--- src/common/hcc_defs.svh ---
// Constants for the high-speed system clock control block.
// Assumes inclusion by bare name from the package; the design uses its macros through that include.
`ifndef HCC_DEFS_SVH
`define HCC_DEFS_SVH

`define HCC_CLK_MHZ 50
`define HCC_GAIN_HALT_NS 5000
`define HCC_STAB_W 8
`define HCC_DIV_W 3
`define HCC_DIV_RESET 3'h1
`define HCC_DIV_MAX 3'h4
`define HCC_CNT_W 4
`define HCC_HALT_W 9
`define HCC_GAIN_RESET 1'b0

`endif

--- src/common/hcc_pkg.sv ---
// Types for the high-speed system clock control block.
// Assumes hcc_defs.svh is on the include path.
`default_nettype none
package hcc_pkg;
`include "hcc_defs.svh"

   // Pin mode, Gray coded along port -> resonator -> external input
   typedef enum logic [1:0] {
      HCC_PORT  = 2'h0,
      HCC_RESON = 2'h1,
      HCC_EXTIN = 2'h3
   } hcc_pin_mode_e;

   // Control bits written by software
   typedef struct packed {
      logic gain_wr;
      logic osc_gain_select;
      logic ext_input_select;
      logic osc_pin_enable;
      logic hs_clock_stop;
      logic main_source_select;
      logic peripheral_source_select;
      logic cpu_source_select;
      logic [`HCC_DIV_W-1:0] cpu_div;
   } hcc_ctrl_s;

   // GPIO drive for the two shared pins in port mode, and for pin A also in external input mode
   typedef struct packed {
      logic a_out;
      logic a_oe;
      logic b_out;
      logic b_oe;
   } hcc_gpio_s;

   // Status read back by software
   typedef struct packed {
      logic osc_gain_select;
      logic gain_locked;
      hcc_pin_mode_e pin_mode;
      logic main_clock_status_flag;
      logic cpu_clock_status_flag;
      logic [`HCC_DIV_W-1:0] cpu_div;
      logic [`HCC_STAB_W-1:0] stabilization_status_counter;
   } hcc_status_s;

   // Whole state of the block
   typedef struct packed {
      logic [2:0] sync;
      logic hs_level;
      logic gain;
      logic gain_locked;
      logic [`HCC_HALT_W-1:0] halt_cnt;
      logic hs_run;
      hcc_pin_mode_e pin_mode;
      logic main_sel;
      logic periph_sel;
      logic [`HCC_DIV_W-1:0] div_code;
      logic [`HCC_CNT_W-1:0] div_cnt;
      logic [`HCC_STAB_W-1:0] stab_cnt;
      logic main_tick;
      logic periph_tick;
      logic cpu_tick;
   } hcc_state_s;

endpackage
`default_nettype wire

--- src/hcc_clock_ctrl.sv ---
// High-speed system clock control: pin mode, gain, start/stop,
// stabilization count, source selection and CPU divider.
// Assumes the internal and alternate clocks arrive as one-cycle ticks
// on i_clock; the high-speed clock pin and oscillator are asynchronous.
`default_nettype none

module hcc_clock_ctrl
   import hcc_pkg::*;
(
   input wire logic i_clock,
   input wire logic i_rst,
   input wire hcc_ctrl_s i_ctrl,
   input wire hcc_gpio_s i_gpio,
   input wire logic i_stop_insn,
   input wire logic i_pin_b_in,
   input wire logic i_osc_out,
   input wire logic i_ihs_tick,
   input wire logic i_alt_tick,
   output logic o_pin_a_out,
   output logic o_pin_a_oe,
   output logic o_pin_b_out,
   output logic o_pin_b_oe,
   output logic o_amp_en,
   output logic o_high_gain,
   output logic o_ext_in_en,
   output logic o_cpu_halt,
   output logic o_main_tick,
   output logic o_periph_tick,
   output logic o_cpu_tick,
   output hcc_status_s o_status
);

   localparam logic [`HCC_HALT_W-1:0] HALT_CYC = `HCC_HALT_W'(
      (`HCC_GAIN_HALT_NS * `HCC_CLK_MHZ + 999) / 1000);

   hcc_state_s st_r;
   hcc_state_s st_nxt;
   logic hs_src;
   logic hs_edge;
   logic [`HCC_CNT_W-1:0] div_last;

   // Resonator output or pin B clock, chosen by the registered mode
   assign hs_src = (st_r.pin_mode == HCC_EXTIN) ? i_pin_b_in : i_osc_out;
   // Rising edge once the last two sync stages agree
   assign hs_edge = st_r.sync[1] & st_r.sync[2] & ~st_r.hs_level &
                    st_r.hs_run;
   assign div_last = (`HCC_CNT_W'(1) << st_r.div_code) - `HCC_CNT_W'(1);

   // Next state
   always_comb begin
      st_nxt = st_r;
      st_nxt.sync = {st_r.sync[1:0], hs_src};
      if (st_r.sync[1] == st_r.sync[2]) begin
         st_nxt.hs_level = st_r.sync[2];
      end
      if (i_ctrl.gain_wr && !st_r.gain_locked) begin
         st_nxt.gain_locked = 1'b1;
         st_nxt.gain = i_ctrl.osc_gain_select;
         if (i_ctrl.osc_gain_select) begin
            st_nxt.halt_cnt = HALT_CYC;
         end
      end else if (st_r.halt_cnt != '0) begin
         st_nxt.halt_cnt = st_r.halt_cnt - `HCC_HALT_W'(1);
      end
      // port mode until pin enable set
      case ({i_ctrl.ext_input_select, i_ctrl.osc_pin_enable})
         2'h1: st_nxt.pin_mode = HCC_RESON;
         2'h3: st_nxt.pin_mode = HCC_EXTIN;
         default: st_nxt.pin_mode = HCC_PORT;
      endcase
      st_nxt.hs_run = (st_nxt.pin_mode != HCC_PORT) &&
                      !i_ctrl.hs_clock_stop && !i_stop_insn;
      if (!st_r.hs_run) begin
         st_nxt.stab_cnt = '0;
      end else if (hs_edge && (st_r.stab_cnt != '1)) begin
         st_nxt.stab_cnt = st_r.stab_cnt + `HCC_STAB_W'(1);
      end
      if (!i_ihs_tick && !hs_edge) begin
         st_nxt.main_sel = i_ctrl.main_source_select;
         st_nxt.periph_sel = i_ctrl.main_source_select |
                             i_ctrl.peripheral_source_select;
      end
      st_nxt.main_tick = st_r.main_sel ? hs_edge : i_ihs_tick;
      st_nxt.periph_tick = st_r.periph_sel ? hs_edge : i_ihs_tick;
      st_nxt.cpu_tick = 1'b0;
      if (st_nxt.main_tick) begin
         if (st_r.div_cnt >= div_last) begin
            st_nxt.div_cnt = '0;
            st_nxt.cpu_tick = !i_ctrl.cpu_source_select;
            if (i_ctrl.cpu_div <= `HCC_DIV_MAX) begin
               st_nxt.div_code = i_ctrl.cpu_div;
            end
         end else begin
            st_nxt.div_cnt = st_r.div_cnt + `HCC_CNT_W'(1);
         end
      end
      // alternate source when select is one
      if (i_ctrl.cpu_source_select) begin
         st_nxt.cpu_tick = i_alt_tick;
      end
      if (st_nxt.halt_cnt != '0) begin
         st_nxt.cpu_tick = 1'b0;
      end
   end

   // State register
   always_ff @(posedge i_clock or posedge i_rst) begin
      if (i_rst) begin
         st_r <= '0;
         st_r.gain <= `HCC_GAIN_RESET;
         st_r.pin_mode <= HCC_PORT;
         st_r.div_code <= `HCC_DIV_RESET;
      end else begin
         st_r <= st_nxt;
      end
   end

   // Pin drive: GPIO in port mode, pin A also in external input mode
   assign o_pin_a_out = i_gpio.a_out;
   assign o_pin_a_oe = (st_r.pin_mode != HCC_RESON) & i_gpio.a_oe;
   assign o_pin_b_out = i_gpio.b_out;
   assign o_pin_b_oe = (st_r.pin_mode == HCC_PORT) & i_gpio.b_oe;
   assign o_high_gain = st_r.gain;
   assign o_amp_en = st_r.hs_run & (st_r.pin_mode == HCC_RESON);
   assign o_ext_in_en = st_r.hs_run & (st_r.pin_mode == HCC_EXTIN);
   assign o_cpu_halt = (st_r.halt_cnt != '0);
   assign o_main_tick = st_r.main_tick;
   assign o_periph_tick = st_r.periph_tick;
   assign o_cpu_tick = st_r.cpu_tick;

   // Status fields
   always_comb begin
      o_status.osc_gain_select = st_r.gain;
      o_status.gain_locked = st_r.gain_locked;
      o_status.pin_mode = st_r.pin_mode;
      o_status.main_clock_status_flag = st_r.main_sel;
      o_status.cpu_clock_status_flag = i_ctrl.cpu_source_select;
      o_status.cpu_div = st_r.div_code;
      o_status.stabilization_status_counter = st_r.stab_cnt;
   end
endmodule // hcc_clock_ctrl
`default_nettype wire

--- config.mk ---
export PLATFORM = sky130hd
export DESIGN_NAME = hcc_clock_ctrl
export DESIGN_NICKNAME = d
export VERILOG_FILES = /design/src/common/hcc_pkg.sv /design/src/hcc_clock_ctrl.sv
export VERILOG_INCLUDE_DIRS = /design/src /design/src/common
export SDC_FILE = /design/constraint.sdc
export NUM_CORES = 1
export LEC_CHECK = 0
export ABC_AREA = 1
export BUFFER_PORTS_ARGS = -buffer_cell sky130_fd_sc_hd__buf_4
export CORE_MARGIN = 4
export CORE_UTILIZATION = 40
export CTS_CLUSTER_SIZE = 28
export DETAILED_ROUTE_END_ITERATION = 16
export SLEW_MARGIN = 10
export SYNTH_ARGS = -nofsm -noshare
export SYNTH_HDL_FRONTEND = slang
export SYNTH_SLANG_ARGS = --single-unit
export TNS_END_PERCENT = 5
--- constraint.sdc ---
create_clock -name i_clock -period 2 [get_ports i_clock]
set_clock_uncertainty 0.15 [all_clocks]
set_input_delay 0.4 -clock i_clock [delete_from_list [all_inputs] [get_ports i_clock]]
set_output_delay 0.4 -clock i_clock [all_outputs]
set_load 0.02 [all_outputs]
==> flow_summary.json <==
{
  "status": "complete, but fails checks",
  "violations": "setup timing",
  "start_util": 0.419,
  "synth-simple-area-share": 0.264,
  "power.switching_uw": 1160,
  "cp.required_ns": 2.03,
  "antenna_found_initial": 0,
  "swShare": 0.394,
  "drv_cap": 0,
  "syn_nets": 293,
  "finalSetupViolations": 6,
  "gr-total-overflow": 0,
  "critPathKind": "flop to flop",
  "critPathTopFamily": "simple AND/OR/NAND/NOR gates",
  "synth-compound-area-share": 0.0733,
  "drt_first_pass_iters": 4,
  "power_leakage_uw": 0.00139,
  "cts.sinks": 38,
  "clock_latency_ns": 0.29,
  "synth_xor_area_frac": 0.0202,
  "drt_iter0_markers": 79,
  "grt_pass1_wl_um": 7710,
  "multi_input_area_um2": 1040,
  "max_slew_margin": 0.673,
  "area_delta_synth_final_pct": 26.9,
  "via_count": 1767,
  "syn-instance-count": 262,
  "dp_cells": 367,
  "synth_top_family_by_area": "simple AND/OR/NAND/NOR gates",
  "cts_hold_buf": 0,
  "post_drt_wl_per_cell_um": 11.9,
  "total_power_uw": 2960,
  "row_count": 26,
  "cts-root-buf": "clkbuf_8",
  "crit_chain": "inv_1 > nand3_4 > ha_4 > ha_4 > inv_2 > o21bai_1 > nand3_1 > nand3_4 > nand2_4 > clkinv_4 > nand2_4 > nor2_2 > a21oi_1",
  "die_h_um": 81.6,
  "grt_max_degree": 39,
  "hold_violations": 0,
  "synth_area_um2": 2170,
  "grt_use_total": 0.150,
  "cts_buffer_depth": 2,
  "tightestPinTransition_ns": 0.490,
  "yosys.area_share.adder": 0.0519,
  "grt_pass1_vias": 1748,
  "regArea_um2": 952,
  "hold_path.class": "primary input to async pin",
  "io_pins": 50,
  "timing.final.ws_setup_ns": -0.175,
  "clk_pin_slew_ns": 0.08,
  "drt_wl_total_um": 4470,
  "synth_cell_types": 31,
  "drc": 0,
  "ys_ff_latch": 38,
  "met3_usage": 0.0351,
  "min_period_ns": 2.17,
  "cts_buffers": 5,
  "gp_congestion": 0.876,
  "p_seq_frac": 0.385,
  "fin_nets": 336,
  "drive_gt1_frac": 0.340,
  "p_comb_frac": 0.424,
  "grtUsageMet1": 0.183,
  "clockPowerShare": 0.191,
  "cpPeakStageDelay_ns": 0.39,
  "period_share": 1.09,
  "finalInstanceArea_um2": 2750,
  "place_area_um2": 2560,
  "synthMuxAreaShare": 0.0156,
  "portBuffers": 45,
  "fmax_mhz": 460,
  "irDropWorstVdd_v": 0.000614,
  "slew_viol_final": 0,
  "dp_hpwl_um": 3350,
  "die-area_um2": 6660,
  "end_kind": "flop",
  "viasPerCell": 4.70,
  "route.antenna.remaining_nets": 0,
  "crit_fanout": 5,
  "synth.avg_cell_area_um2": 8.28,
  "internal_power_uw": 1790,
  "core-area_um2": 5170,
  "timing.rr.start": "o_status[9]",
  "fillers": 495,
  "final_common_cell": "buf_4",
  "crit_buf_inv": 3,
  "rsz0062_at_grt": "true",
  "power_density_nw_per_um2": 1070,
  "crit_start": "o_status[9]",
  "final_cell_mix": "buf_4, nand2_1, dfrtp_1",
  "n_antenna_cell": 0,
  "htreeDepth": 2,
  "yosysSeqAreaShare": 0.439,
  "crit_arrival_ns": 2.21,
  "met2_usage": 0.252,
  "ys_warn_count": 0,
  "final_cell_count_no_fill": 376,
  "crit_path_top_delay_cell": "dfrtp_1",
  "cts_tree": "built",
  "busiest_layer": "met2",
  "cp-start-kind": "flop",
  "die_w_um": 81.6
}
## area by class of cell
class,count,area share
Clock buffer,6,0.0300
Clock inverter,2,0.00455
Inverter,33,0.0468
Multi-Input combinational cell,169,0.380
Sequential cell,38,0.346
Tap cell,70,0.0318
Timing Repair Buffer,58,0.161
## stage by stage
stage	hold WS [ns]	setup TNS (ns)	worst slack (ns)	util
after detailed placement	0.196	-0.891	-0.181	0.496
after global placement	0.185	-0.478	-0.106	0.496
final	0.0735	-0.711	-0.175	0.532
after global routing	0.0665	-1.50	-0.282	0.532
after CTS	0.0684	-0.727	-0.158	0.524
after floorplan	0.181	-0.0592	-0.0470	-
## synth_stat cells
cell	number	share of area
nor2_2	3	0.0087
nand2_1	55	0.095
a21oi_2	1	0.0040
o21a_1	2	0.0069
nor2_1	22	0.038
nand2_2	5	0.014
nand3_1	19	0.044
clkinv_2	1	0.0023
buf_4	19	0.066
ha_1	9	0.052
mux2_2	3	0.016
or2_2	1	0.0029
o21bai_1	1	0.0035
o21ai_0	14	0.032
o31ai_1	1	0.0035
xor2_1	4	0.016
buf_6	2	0.010
dfstp_2	1	0.012
xnor2_1	1	0.0040
nand2_4	2	0.010
nor3_1	4	0.0092
a21oi_1	10	0.023
nor3b_1	1	0.0035
nor2_4	2	0.010
inv_2	2	0.0035
inv_1	30	0.052
or2_0	1	0.0029
dfrtp_1	37	0.43
nand3b_1	3	0.010
nand4_1	5	0.014
clkbuf_1	1	0.0017
## kinds of logic after synthesis
logic type,Yosys count
adder cells (fa/ha/maj),9
flip-flops,38
multiplexers,3
buffers and inverters,55
AND/OR/NAND/NOR,123
XOR/XNOR,5
AO/OA/AOI/OAI,29
## power groups by stage
stage | clock network, µW | logic (µW) | registers, µW
after floorplan | 0 | 857 | 1110
after global placement | 0 | 1140 | 1140
after detailed placement | 0 | 1160 | 1150
after CTS | 591 | 1220 | 1140
after global routing | 621 | 1440 | 1170
final | 565 | 1250 | 1140
## what timing repair did
item | 4_1_cts | 5_1_grt
endpoints found under the hold margin | 0 | 0
setup buffers | 1 | 0
endpoints found under the setup margin | 7 | 11
pin swaps | 11 | 5
gates resized for setup | 9 | 8
## registers in the layout, indices dropped and copies added (netlist names)
name / cells
o_periph_tick: 1
o_main_tick: 1
o_status: 15
st_r: 17
o_cpu_tick: 1
st_nxt: 2
o_high_gain: 1
## routing by layer
metal,part of all wire,wire length [µm]
met5,0,0
met4,0.016,70
met3,0.048,215
met2,0.50,2220
met1,0.44,1970
## worst min-delay path: stages
cell	delay [ns]
buf_4	0.11
inv_1	0.04
buf_4	0.42
## path summary, 6_finish.rpt
check / to / depth (start not counted) / slack [ns]
worst max-delay path: o_status[9] / 13 / -0.17
worst min-delay path: st_r[29] / 3 / 0.07
worst max register to register: o_status[9] / 13 / -0.17
worst min register to register: st_nxt[37] / 0 / 0.21
max in group asynchronous: o_status[8] / 3 / 1.27
min in group i_clock: o_status[13] / 1 / 0.08
Note: power is estimated with default switching activity, not from simulation.
